## config.mk

```make
export PLATFORM = sky130hd
export DESIGN_NAME = oag_top
export DESIGN_NICKNAME = d
export VERILOG_FILES = /design/src/common/oag_pkg.sv /design/src/verilog/oag_ea_unit.sv /design/src/verilog/oag_top.sv
export VERILOG_INCLUDE_DIRS = /design/src /design/src/common
export SDC_FILE = /design/constraint.sdc
export NUM_CORES = 1
export LEC_CHECK = 0
export BUFFER_PORTS_ARGS = -buffer_cell sky130_fd_sc_hd__buf_2
export CORE_ASPECT_RATIO = 1.4
export CORE_UTILIZATION = 35
export DETAILED_ROUTE_END_ITERATION = 7
export GPL_TIMING_DRIVEN = 1
export MAX_ROUTING_LAYER = met4
export SLEW_MARGIN = 20
export SYNTH_ARGS = -nofsm -noshare
export SYNTH_HDL_FRONTEND = slang
export SYNTH_HIERARCHICAL = 1
export SYNTH_SLANG_ARGS = --single-unit
export TNS_END_PERCENT = 50
```

## constraint.sdc

```tcl
create_clock -name MCLK -period 0.8 [get_ports MCLK]
set_input_delay 0.04 -clock MCLK [delete_from_list [all_inputs] [get_ports MCLK]]
set_output_delay 0.04 -clock MCLK [all_outputs]
set_load 0.01 [all_outputs]
```

## src/common/oag_defines.svh

```systemverilog
// Functional notes
// - file direct: address from instruction field
// - indirect: address is base pointer unchanged
// - post-modify: use pointer, then step it
// - pre-modify: add signed step, use result
// - indexed: base pointer plus offset register
// - literal offset: base pointer plus literal
// - move/accumulator class also accepts indexed
// - move: two modes, one shared offset field
// - eight/nine to X, ten/eleven to Y
// - prefetch indexed only on nine and eleven
// - prefetch: indirect, indexed, post-modify 2/4/6
// - branch target is signed 16-bit literal
// - interrupt disable takes unsigned 14-bit literal
// - implied operands from opcode; no-op none
`ifndef OAG_DEFINES_SVH
`define OAG_DEFINES_SVH
`define OAG_NREGS        16
`define OAG_X_PTR_A      4'h8
`define OAG_X_PTR_B      4'h9
`define OAG_Y_PTR_A      4'hA
`define OAG_Y_PTR_B      4'hB
`define OAG_FRAME_REG    4'hE
`define OAG_STACK_REG    4'hF
`define OAG_INTDIS_W     14
`define OAG_PF_BAD_MODE  2'h3
`define OAG_PF_NO_STEP   2'h0
`define OAG_PF_SEL_2     2'h1
`define OAG_PF_SEL_4     2'h2
`define OAG_PF_SEL_6     2'h3
`define OAG_STEP_2       16'h0002
`define OAG_STEP_4       16'h0004
`define OAG_STEP_6       16'h0006
`define OAG_STEP_DFLT    16'h0002
`endif

```

## src/common/oag_pkg.sv

```systemverilog
package oag_pkg;
    typedef enum logic [2:0] {
        OAG_M_FILE     = 3'h0,
        OAG_M_DIRECT   = 3'h1,
        OAG_M_IND      = 3'h2,
        OAG_M_POST     = 3'h3,
        OAG_M_PRE      = 3'h4,
        OAG_M_INDEXED  = 3'h5,
        OAG_M_LITOFS   = 3'h6
    } oag_mode_t;
    typedef enum logic [2:0] {
        OAG_C_GENERAL  = 3'h0,
        OAG_C_MOVE     = 3'h1,
        OAG_C_ACCUM    = 3'h2,
        OAG_C_PREFETCH = 3'h3,
        OAG_C_BRANCH   = 3'h4,
        OAG_C_INTDIS   = 3'h5,
        OAG_C_UNLINK   = 3'h6,
        OAG_C_NOP      = 3'h7
    } oag_class_t;
    typedef enum logic [1:0] {
        OAG_PM_IND     = 2'h0,
        OAG_PM_INDEXED = 2'h1,
        OAG_PM_POST    = 2'h2
    } oag_pmode_t;
endpackage : oag_pkg

```

## src/verilog/oag_ea_unit.sv

```systemverilog
`timescale 1ns/1ps
`include "oag_defines.svh"
module oag_ea_unit
    import oag_pkg::*;
#(
    parameter int W = 16
) (
    input  wire oag_pkg::oag_mode_t mode,
    input  wire logic [W-1:0]       field,
    input  wire logic [W-1:0]       base,
    input  wire logic [W-1:0]       offs,
    input  wire logic [W-1:0]       lit,
    input  wire logic [W-1:0]       step,
    output logic                    ok,
    output logic [W-1:0]            ea,
    output logic                    wb_en,
    output logic [W-1:0]            wb_val
);
    always_comb begin
        ok     = 1'b1;
        ea     = '0;
        wb_en  = 1'b0;
        wb_val = base;
        case (mode)
            OAG_M_FILE: begin
                ea = field;
            end
            OAG_M_DIRECT: begin
                ok = 1'b0;
            end
            OAG_M_IND: begin
                ea = base;
            end
            OAG_M_POST: begin
                ea     = base;
                wb_en  = 1'b1;
                wb_val = base + step;
            end
            OAG_M_PRE: begin
                wb_en  = 1'b1;
                wb_val = base + step;
                ea     = base + step;
            end
            OAG_M_INDEXED: begin
                ea = base + offs;
            end
            OAG_M_LITOFS: begin
                ea = base + lit;
            end
            default: begin
                ok = 1'b0;
            end
        endcase
    end
endmodule : oag_ea_unit

```

## src/verilog/oag_top.sv

```systemverilog
`timescale 1ns/1ps
`include "oag_defines.svh"
module oag_top #(
    parameter int W = 16
) (
    input  wire logic                  MCLK,
    input  wire logic                  RESET_N,
    input  wire logic                  ISSUE,
    input  wire oag_pkg::oag_class_t   ICLASS,
    input  wire oag_pkg::oag_mode_t    SRC_MODE,
    input  wire oag_pkg::oag_mode_t    DST_MODE,
    input  wire logic [3:0]            SRC_REG,
    input  wire logic [3:0]            DST_REG,
    input  wire logic [3:0]            OFS_REG,
    input  wire logic [W-1:0]          ADDR_FIELD,
    input  wire logic [W-1:0]          LIT_FIELD,
    input  wire logic [W-1:0]          STEP,
    input  wire logic [3:0]            XPF_REG,
    input  wire logic [3:0]            YPF_REG,
    input  wire oag_pkg::oag_pmode_t   XPF_MODE,
    input  wire oag_pkg::oag_pmode_t   YPF_MODE,
    input  wire logic [1:0]            XPF_STEP,
    input  wire logic [1:0]            YPF_STEP,
    input  wire logic [W*16-1:0]       WREG_FLAT,
    output logic                       DONE,
    output logic                       ILLEGAL,
    output logic [W-1:0]               SRC_EA,
    output logic [W-1:0]               DST_EA,
    output logic [W-1:0]               X_EA,
    output logic [W-1:0]               Y_EA,
    output logic [W-1:0]               LIT_OUT,
    output logic                       WB_A_EN,
    output logic [3:0]                 WB_A_REG,
    output logic [W-1:0]               WB_A_VAL,
    output logic                       WB_B_EN,
    output logic [3:0]                 WB_B_REG,
    output logic [W-1:0]               WB_B_VAL
);
    import oag_pkg::*;
    ////////////////////////////////////////////////////////////////////////
    logic [W-1:0] wreg [`OAG_NREGS];
    always_comb begin
        for (int i = 0; i < `OAG_NREGS; i++) begin
            wreg[i] = WREG_FLAT[i*W +: W];
        end
    end

    oag_mode_t    s_mode, d_mode;
    logic         s_ok, d_ok, s_wb, d_wb;
    logic [W-1:0] s_ea, d_ea, s_wv, d_wv;
    ////////////////////////////////////////////////////////////////////////
    // general operand units
    oag_ea_unit #(.W(W)) u_src (
        .mode   (s_mode),
        .field  (ADDR_FIELD),
        .base   (wreg[SRC_REG]),
        .offs   (wreg[OFS_REG]),
        .lit    (LIT_FIELD),
        .step   (STEP),
        .ok     (s_ok),
        .ea     (s_ea),
        .wb_en  (s_wb),
        .wb_val (s_wv)
    );
    oag_ea_unit #(.W(W)) u_dst (
        .mode   (d_mode),
        .field  (ADDR_FIELD),
        .base   (wreg[DST_REG]),
        .offs   (wreg[OFS_REG]),
        .lit    (LIT_FIELD),
        .step   (STEP),
        .ok     (d_ok),
        .ea     (d_ea),
        .wb_en  (d_wb),
        .wb_val (d_wv)
    );
    ////////////////////////////////////////////////////////////////////////
    // prefetch units
    function automatic logic [W-1:0] pf_step(input logic [1:0] s);
        case (s)
            `OAG_PF_SEL_2: pf_step = W'(`OAG_STEP_2);
            `OAG_PF_SEL_4: pf_step = W'(`OAG_STEP_4);
            `OAG_PF_SEL_6: pf_step = W'(`OAG_STEP_6);
            default: pf_step = '0;
        endcase
    endfunction : pf_step

    logic         x_ok, y_ok, x_wb, y_wb;
    logic [W-1:0] x_ea, y_ea, x_wv, y_wv;
    always_comb begin
        x_ok = (XPF_REG == `OAG_X_PTR_A || XPF_REG == `OAG_X_PTR_B)
             && !(XPF_MODE == OAG_PM_INDEXED && XPF_REG != `OAG_X_PTR_B)
             && !(XPF_MODE == OAG_PM_POST && XPF_STEP == `OAG_PF_NO_STEP)
             && XPF_MODE != `OAG_PF_BAD_MODE;
        y_ok = (YPF_REG == `OAG_Y_PTR_A || YPF_REG == `OAG_Y_PTR_B)
             && !(YPF_MODE == OAG_PM_INDEXED && YPF_REG != `OAG_Y_PTR_B)
             && !(YPF_MODE == OAG_PM_POST && YPF_STEP == `OAG_PF_NO_STEP)
             && YPF_MODE != `OAG_PF_BAD_MODE;
        x_ea = wreg[XPF_REG];
        y_ea = wreg[YPF_REG];
        if (XPF_MODE == OAG_PM_INDEXED) begin
            x_ea = wreg[XPF_REG] + wreg[OFS_REG];
        end
        if (YPF_MODE == OAG_PM_INDEXED) begin
            y_ea = wreg[YPF_REG] + wreg[OFS_REG];
        end
        x_wb = XPF_MODE == OAG_PM_POST;
        y_wb = YPF_MODE == OAG_PM_POST;
        x_wv = wreg[XPF_REG] + pf_step(XPF_STEP);
        y_wv = wreg[YPF_REG] + pf_step(YPF_STEP);
    end
    ////////////////////////////////////////////////////////////////////////
    // class decode
    logic         done_d, ill_d, wa_d, wb_d;
    logic [W-1:0] sea_d, dea_d, xea_d, yea_d, lit_d, wav_d, wbv_d;
    logic [3:0]   war_d, wbr_d;
    logic         done_q, ill_q, wa_q, wb_q;
    logic [W-1:0] sea_q, dea_q, xea_q, yea_q, lit_q, wav_q, wbv_q;
    logic [3:0]   war_q, wbr_q;
    logic         idx_allowed;

    always_comb begin
        idx_allowed = (ICLASS == OAG_C_MOVE) || (ICLASS == OAG_C_ACCUM);
        s_mode = SRC_MODE;
        d_mode = DST_MODE;
        done_d = ISSUE;
        ill_d  = 1'b0;
        sea_d  = '0;
        dea_d  = '0;
        xea_d  = '0;
        yea_d  = '0;
        lit_d  = '0;
        wa_d   = 1'b0;
        war_d  = '0;
        wav_d  = '0;
        wb_d   = 1'b0;
        wbr_d  = '0;
        wbv_d  = '0;
        case (ICLASS)
            OAG_C_GENERAL, OAG_C_MOVE, OAG_C_ACCUM: begin
                ill_d = (!idx_allowed && (SRC_MODE == OAG_M_INDEXED
                        || DST_MODE == OAG_M_INDEXED)) || !s_ok;
                sea_d = s_ea;
                dea_d = d_ok ? d_ea : '0;
                wa_d  = s_wb;
                war_d = SRC_REG;
                wav_d = s_wv;
                wb_d  = d_wb && d_ok;
                wbr_d = DST_REG;
                wbv_d = d_wv;
            end
            OAG_C_PREFETCH: begin
                ill_d = !(x_ok && y_ok);
                xea_d = x_ea;
                yea_d = y_ea;
                wa_d  = x_wb && x_ok;
                war_d = XPF_REG;
                wav_d = x_wv;
                wb_d  = y_wb && y_ok;
                wbr_d = YPF_REG;
                wbv_d = y_wv;
            end
            OAG_C_BRANCH: begin
                lit_d = LIT_FIELD;
            end
            OAG_C_INTDIS: begin
                lit_d = W'(LIT_FIELD[`OAG_INTDIS_W-1:0]);
            end
            OAG_C_UNLINK: begin
                sea_d = wreg[`OAG_FRAME_REG];
                wa_d  = 1'b1;
                war_d = `OAG_STACK_REG;
                wav_d = wreg[`OAG_FRAME_REG];
            end
            OAG_C_NOP: begin
            end
            default: begin
                ill_d = 1'b1;
            end
        endcase
        if (!ISSUE || ill_d) begin
            wa_d = 1'b0;
            wb_d = 1'b0;
        end
        ill_d = ill_d && ISSUE;
    end

    always_ff @(posedge MCLK or negedge RESET_N) begin
        if (!RESET_N) begin
            done_q <= 1'b0;
            ill_q  <= 1'b0;
            sea_q  <= '0;
            dea_q  <= '0;
            xea_q  <= '0;
            yea_q  <= '0;
            lit_q  <= '0;
            wa_q   <= 1'b0;
            war_q  <= '0;
            wav_q  <= '0;
            wb_q   <= 1'b0;
            wbr_q  <= '0;
            wbv_q  <= '0;
        end else begin
            done_q <= done_d;
            ill_q  <= ill_d;
            sea_q  <= sea_d;
            dea_q  <= dea_d;
            xea_q  <= xea_d;
            yea_q  <= yea_d;
            lit_q  <= lit_d;
            wa_q   <= wa_d;
            war_q  <= war_d;
            wav_q  <= wav_d;
            wb_q   <= wb_d;
            wbr_q  <= wbr_d;
            wbv_q  <= wbv_d;
        end
    end

    assign DONE     = done_q;
    assign ILLEGAL  = ill_q;
    assign SRC_EA   = sea_q;
    assign DST_EA   = dea_q;
    assign X_EA     = xea_q;
    assign Y_EA     = yea_q;
    assign LIT_OUT  = lit_q;
    assign WB_A_EN  = wa_q;
    assign WB_A_REG = war_q;
    assign WB_A_VAL = wav_q;
    assign WB_B_EN  = wb_q;
    assign WB_B_REG = wbr_q;
    assign WB_B_VAL = wbv_q;
    ////////////////////////////////////////////////////////////////////////
    // checks
    a_file_addr: assert property (@(posedge MCLK) disable iff (!RESET_N)
        ISSUE && ICLASS == OAG_C_GENERAL && SRC_MODE == OAG_M_FILE
        |=> SRC_EA == $past(ADDR_FIELD)) else $error("file address wrong");
    a_ind_addr: assert property (@(posedge MCLK) disable iff (!RESET_N)
        ISSUE && ICLASS == OAG_C_MOVE && SRC_MODE == OAG_M_IND
        |=> SRC_EA == $past(wreg[SRC_REG]) && !WB_A_EN) else $error("indirect wrong");
    a_post_step: assert property (@(posedge MCLK) disable iff (!RESET_N)
        ISSUE && ICLASS == OAG_C_MOVE && SRC_MODE == OAG_M_POST
        |=> WB_A_EN && WB_A_VAL == SRC_EA + $past(STEP)) else $error("post step wrong");
    a_pre_step: assert property (@(posedge MCLK) disable iff (!RESET_N)
        ISSUE && ICLASS == OAG_C_MOVE && SRC_MODE == OAG_M_PRE
        |=> WB_A_EN && WB_A_VAL == SRC_EA) else $error("pre step wrong");
    a_idx_class: assert property (@(posedge MCLK) disable iff (!RESET_N)
        ISSUE && ICLASS == OAG_C_GENERAL && SRC_MODE == OAG_M_INDEXED
        |=> ILLEGAL && !WB_A_EN) else $error("indexed not refused");
    a_pf_space: assert property (@(posedge MCLK) disable iff (!RESET_N)
        ISSUE && ICLASS == OAG_C_PREFETCH && (XPF_REG < `OAG_X_PTR_A
        || XPF_REG > `OAG_X_PTR_B) |=> ILLEGAL) else $error("x pointer not refused");
    a_pf_indexed: assert property (@(posedge MCLK) disable iff (!RESET_N)
        ISSUE && ICLASS == OAG_C_PREFETCH && YPF_MODE == OAG_PM_INDEXED
        && YPF_REG == `OAG_Y_PTR_A |=> ILLEGAL) else $error("y indexed not refused");
    a_intdis_lit: assert property (@(posedge MCLK) disable iff (!RESET_N)
        ISSUE && ICLASS == OAG_C_INTDIS |=> LIT_OUT[W-1:`OAG_INTDIS_W] == '0
        && DONE) else $error("disable literal too wide");
endmodule : oag_top
```

# [Yosys cells after proc, flatten, opt, wreduce, memory -nomap -nowiden]
# Cells that the tools add are included.
# W data, S select, Z words.
[word_totals] reg_bits=124 elab_cells=151 inputBits=344
[op_classes] n_lt_le_gt_ge=5 n_eq_ne=34 add_sub_neg=10 muxes=42 n_bitwise=5 n_reduce_logical=42
[op_table] cell="$bmux W16 S4" count=5
[op_table] cell="$mux W16" count=18
[op_table] cell="$add A16 B16 Y16" count=10
[op_table] cell="$pmux W16 S5" count=2
[op_table] cell="$pmux W16 S2" count=3
[op_table] cell="$pmux W16 S3" count=1
[op_table] cell="$eq A3 B3 Y1 const B" count=9
[op_table] cell="$ge A5 B5 Y1 const B" count=5
[op_table] cell="$not A4 Y5" count=5
[op_table] cell="$eq A3 B2 Y1 const B" count=6
[op_table] cell="$pmux W3 S3" count=2
[op_table] cell="$eq A4 B4 Y1 const B" count=4
[op_table] cell="$logic_and A1 B1 Y1" count=16
[op_table] cell="$eq A2 B2 Y1 const B" count=6
[op_table] cell="$pmux W4 S3" count=1
[op_table] cell="$reduce_or A6 Y1" count=2
[op_table] cell="$logic_not A3 Y1" count=3
[op_table] cell="$eq A2 B1 Y1 const B" count=4
[op_table] cell="$logic_not A1 Y1" count=8
[op_table] cell="$ne A4 B4 Y1 const B" count=2
[op_table] cell="$pmux W4 S2" count=1
[op_table] cell="$reduce_or A2 Y1" count=4
[op_table] cell="$logic_or A1 B1 Y1" count=6
[op_table] cell="$mux W1" count=6
[op_table] cell="6 further kinds" count=9

# [Logic depth before layout (Yosys ltp)]
[depth] ltp_word=11 mapped_depth=20 depth_no_buf=15

# [Modules after synthesis]
# The synthesis kept the hierarchy.
[by_module_without_submodules] mod="oag_top" cells_per_inst=1264 seq_area_each_um2=3103.0 area_per_inst_um2=16209.3 n_inst=1
[by_module_without_submodules] mod="oag_ea_unit" cells_per_inst=351 seq_area_each_um2=0.0 area_per_inst_um2=2474.9 n_inst=2

# [Worst setup path before layout]
# No wires, ideal clock.
[synth_timing] kind="input -> register" startpoint="in OFS_REG[0]" endpoint="reg xea_q[15], in the netlist X_EA[15]" stages=14 arrival_ps=4493 setup_ps=78 setup_slack_ps=-3771 required_ps=722 path_cell_list="clkbuf_1 -> buf_1 -> mux4_2 -> mux4_2 -> ha_1 -> a211oi_1 -> o21ai_0 -> a31oi_1 -> o21ai_0 -> a2111oi_0 -> o31ai_1 -> xnor2_1 -> or3_1 -> a21oi_1"
[synth_via] elab_chain_len=7
[synth_lines] item="from (decl)" line="oag_top.sv:14" source="input wire logic [3:0] OFS_REG,"
[synth_lines] item="$not A4 Y5 (implied by the code)" line="oag_top.sv:102" source="x_ea = wreg[XPF_REG] + wreg[OFS_REG];"
[synth_lines] item="$bmux W16 S4" line="oag_top.sv:102"
[synth_lines] item="$mux W16 (implied by the code) (2 in a row)" line="oag_top.sv:102"
[synth_lines] item="$add A16 B16 Y16" line="oag_top.sv:102"
[synth_lines] item="$mux W16" line="oag_top.sv:101" source="if (XPF_MODE == OAG_PM_INDEXED) begin"
[synth_lines] item="$mux W16" line="oag_top.sv:139" source="case (ICLASS)"
[synth_lines] item="net xea_d[15]" line="oag_top.sv:115" source="logic [W-1:0] sea_d, dea_d, xea_d, yea_d, lit_d, wav_d, wbv_d;"
[synth_lines] item="to (signal assigned)" line="oag_top.sv:194" source="xea_q <= '0;"
[synth_lines] item="to (signal assigned)" line="oag_top.sv:208" source="xea_q <= xea_d;"
[synth_lines] item="to (decl)" line="oag_top.sv:118" source="logic [W-1:0] sea_q, dea_q, xea_q, yea_q, lit_q, wav_q, wbv_q;"
# The timed path passes the listed nets, and every way through them passes these cells. The select of a mux whose other input is x is not followed.

# [Worst setup path after layout]
[layout_timing] startpoint="in OFS_REG[0]" endpoint="reg sea_q[12], in the netlist SRC_EA[12]"
[layout_via] elab_chain_len=7
[layout_lines] item="$not A4 Y5 (implied by the code)" line="oag_top.sv:57" source=".offs (wreg[OFS_REG]),"
[layout_lines] item="$bmux W16 S4" line="oag_top.sv:57"
[layout_lines] item="$mux W16 (implied by the code) (2 in a row)" line="oag_top.sv:57"
[layout_lines] item="$add A16 B16 Y16" line="oag_ea_unit.sv:45" source="ea = base + offs;"
[layout_lines] item="$pmux W16 S5" line="oag_ea_unit.sv:24" source="case (mode)"
[layout_lines] item="net s_ea[12]" line="oag_top.sv:50" source="logic [W-1:0] s_ea, d_ea, s_wv, d_wv;"
[layout_lines] item="$pmux W16 S2" line="oag_top.sv:139"
[layout_lines] item="net sea_d[12]" line="oag_top.sv:115"
[layout_lines] item="to (signal assigned)" line="oag_top.sv:192" source="sea_q <= '0;"
[layout_lines] item="to (signal assigned)" line="oag_top.sv:206" source="sea_q <= sea_d;"
[layout_lines] item="to (decl)" line="oag_top.sv:118"
# The timed path passes the listed nets, and every way through them passes these cells. The select of a mux whose other input is x is not followed.

==> results.tsv <==
stage	metric	value	unit
synth	Gate Count Post-Synth	1966	
critical_path	CP Data Arrival Time	3.76	ns
global_routing	first-pass GRT wire length	167600	µm
synth	Yosys warning total	6	
job	Max Cap Viol	0	
critical_path	CP Data Required Time	1.15	ns
global_routing	GRT Util Overall	38.40	%
cells_and_area	Area growth, synth to finish	66.06	%
synth	Yosys top cell area share	39.28	%
sta	Min Hold Slack	0.02265	ns
synth	main area contributors after synthesis	mux4_2 (39%), dfrtp_1 (15%), ha_1 (5.9%)	
synth	Post-Synthesis Cell Area	21160	µm²
synth	asr flop ratio synth	100.0	%
clock_network	CTS Buf Count	17	
sta	Slew headroom	66.04	%
sta	Setup Viol. Count Final	240	
clock_network	Sink Count	124	
critical_path	kind of critical path	in -> reg	
global_routing	initial antenna violation count	7	
sta	worst slew pin tran	0.5060	ns
synth	number of synthesized flops with an enable pin	0	
clock_network	CTS tree	built	
placement	Final HPWL DP	95390	µm
die	die height	292.9	µm
global_routing	largest net degree at the start of global routing	39	
clock_network	CTS root buffer	clkbuf_16	
detailed_routing	antenna-violating nets left	0	
sta	Final period util	426.8	%
detailed_routing	WL/cell	29.69	µm
outcome	failing checks	setup timing	
die	DIE WIDTH	209.8	µm
placement	GP Congestion	1.019	
synth	Seq/Total Area, Yosys	14.67	%
placement	port bufs	467	
die	num rows	106	
sta	final hold vios	0	
synth	Post-synth top flop	dfrtp_1	
sta	Final Slew Violations	0	
global_routing	Overflow after GRT	0	
cells_and_area	Register Area	3105	µm²
critical_path	Startpoint Class	input pin	
global_routing	vias in the first global route	25986	
cells_and_area	post-route core utilization	58.87	%
detailed_routing	total number of vias	25077	
clock_network	CTS Buffer Depth	2	
detailed_routing	1st-iter DRT viols	2283	
die	Initial Utilization	35.45	%
sta	RSZ-0062 raised after global routing	yes	
clock_network	H-tree depth	4	
cells_and_area	layout cells sized above 1	68.54	%
pwr	Peak VDD IR	1.468	mV
synth	Synth area leader	mux4_2	
die	# IOs	468	
pwr	LEAKAGE	0.01555	µW
outcome	status	finished with violations	
synth	most common cell in the netlist	mux4_2	
clock_network	Clock Pin Slew Worst Setup and Hold Paths	0.07	ns
cells_and_area	# fillers	5009	
detailed_routing	DRC viols	0	
synth	most common library cells after synthesis	mux4_2 (369), nand2_1 (196), a21oi_1 (125), dfrtp_1 (124)	
pwr	PwrDens	1589	nW/µm²
sta	Final WS setup	-2.614	ns
cells_and_area	area of the multi-input gates	19790	µm²
detailed_routing	via/cell ratio	6.329	
synth	Syn Nets	2418	
worst_hold_path	Hold WC Path Type	in -> async	
synth	synthesized area per cell	10.76	µm²
synth	synthesis-stage register bit count	124	
die	Die ar.	61460	µm²
sta	Fmax	292.9	MHz
critical_path	Worst Path Max Fanout	6	
critical_path	endpoint class of the critical path	register	
die	core area	59680	µm²
detailed_routing	TritonRoute pass-1 iters	7	
synth	synth unique cells	76	
cells_and_area	Post-layout nets	3637	
detailed_routing	DRT Wirelength	117600	µm
sta	minimum clock period	3.414	ns
kinds of logic (layout without fill, tap and decap cells):
group	count (synthesis)	after routing	share of synthesized area [%]
xor gates and xnor gates	90	90	3.725
other	0	8	0
buffers and inverters	206	1438	4.388
adders and majority gates	108	108	6.670
muxes	467	467	44.16
AOI/OAI and AO/OA	466	466	14.66
DFF	124	124	14.67
and+or+nand+nor	505	505	11.73
stage by stage:
stage | setup TNS, ns | std cells | setup slack (ns) | power [µW] | cell area [µm²]
2_1_floorplan | -222.41 | 1966 | -2.973 | 24570 | 22240
5_1_grt | -233.70 | 3962 | -2.664 | 58160 | 35140
3_5_place_dp | -268.47 | 3802 | -3.367 | 39810 | 30720
4_1_cts | -223.07 | 3908 | -2.592 | 51110 | 33290
3_3_place_gp | -265.18 | 3802 | -3.349 | 39340 | 30720
6_report | -225.89 | 3962 | -2.614 | 55820 | 35140
what timing repair did:
action	CTS	global route
endpoints found under the setup margin	227	237
resized for setup	261	285
endpoints found under the hold margin	150	0
pin swaps	96	183
hold buffers	24	0
cloned	7	5
setup buffers	47	58
state kept, by name (all words and copies together) (netlist names):
signal,cells
Y_EA,16
WB_A_REG,4
WB_B_EN,1
LIT_OUT,16
DONE,1
WB_A_EN,1
ILLEGAL,1
DST_EA,16
SRC_EA,16
WB_B_VAL,16
WB_A_VAL,16
X_EA,16
WB_B_REG,4
where the power goes:
part	total, µW	switching, µW	internal [µW]
sequential	7120	298	6830
combinational	40600	20000	20600
clock	8110	3680	4440
total	55800	23900	31900
worst max-delay path, cell delays in order:
cell	delay [ns]
buf_12	0.13
buf_12	0.13
mux4_2	0.50
mux4_2	0.59
mux2_4	0.32
ha_4	0.16
inv_2	0.05
fa_2	0.20
nand3b_1	0.18
a21oi_2	0.10
o221ai_4	0.26
nand3b_1	0.17
buf_4	0.20
o22ai_4	0.11
xnor2_1	0.09
a221o_1	0.33
a22o_1	0.18
layout by cell type, fill, tap and decap left out, drive strengths merged, types with 11 or more instances in the layout:
cell type / synthesis / layout
dfrtp: 124 / 124
a21oi: 139 / 139
a31oi: 19 / 19
and2: 34 / 34
o21bai: 12 / 12
a221oi: 14 / 14
clkbuf: 100 / 21
mux4: 369 / 369
a22o: 11 / 11
xnor2: 53 / 53
mux2i: 56 / 56
mux2: 42 / 42
a22oi: 38 / 38
o21ai: 92 / 92
o21a: 15 / 15
nand2: 198 / 198
ha: 100 / 100
nand3: 41 / 41
nand2b: 11 / 11
nor3: 25 / 25
xor2: 37 / 37
buf: 71 / 1342
dlygate4sd3: 0 / 24
nand4: 17 / 17
a21o: 33 / 33
inv: 35 / 44
a211oi: 16 / 16
nor2: 79 / 79
nor2b: 25 / 25
and3: 31 / 31
routing by layer:
metal	vias up	wire, µm	track usage, %
li1	10404	-	-
met1	12549	39900	40.46
met2	1673	58840	65.25
met3	451	9082	6.894
met4	0	9780	26.54
met5	-	0	-
worst paths after layout:
kind	from	end	slack, ns
setup / recovery	OFS_REG[0]	SRC_EA[12]	-2.61
min in group MCLK	DST_REG[0]	WB_B_REG[0]	0.02
max in group asynchronous	RESET_N	Y_EA[12]	0.27
hold / removal	RESET_N	SRC_EA[3]	0.02
cell type report:
| cell class | count | area share [%] |
|---|---|---|
| inverter | 35 | 0.3953 |
| tap | 756 | 2.692 |
| multi-input combinational | 1636 | 56.32 |
| sequential | 124 | 8.838 |
| clock inverter | 15 | 0.4878 |
| antenna | 8 | 0.05697 |
| timing repair buffer | 1370 | 29.98 |
| clock buffer | 17 | 1.211 |
| timing repair inverter | 1 | 0.02137 |
No activity file was read; power rests on OpenSTA's default activity.
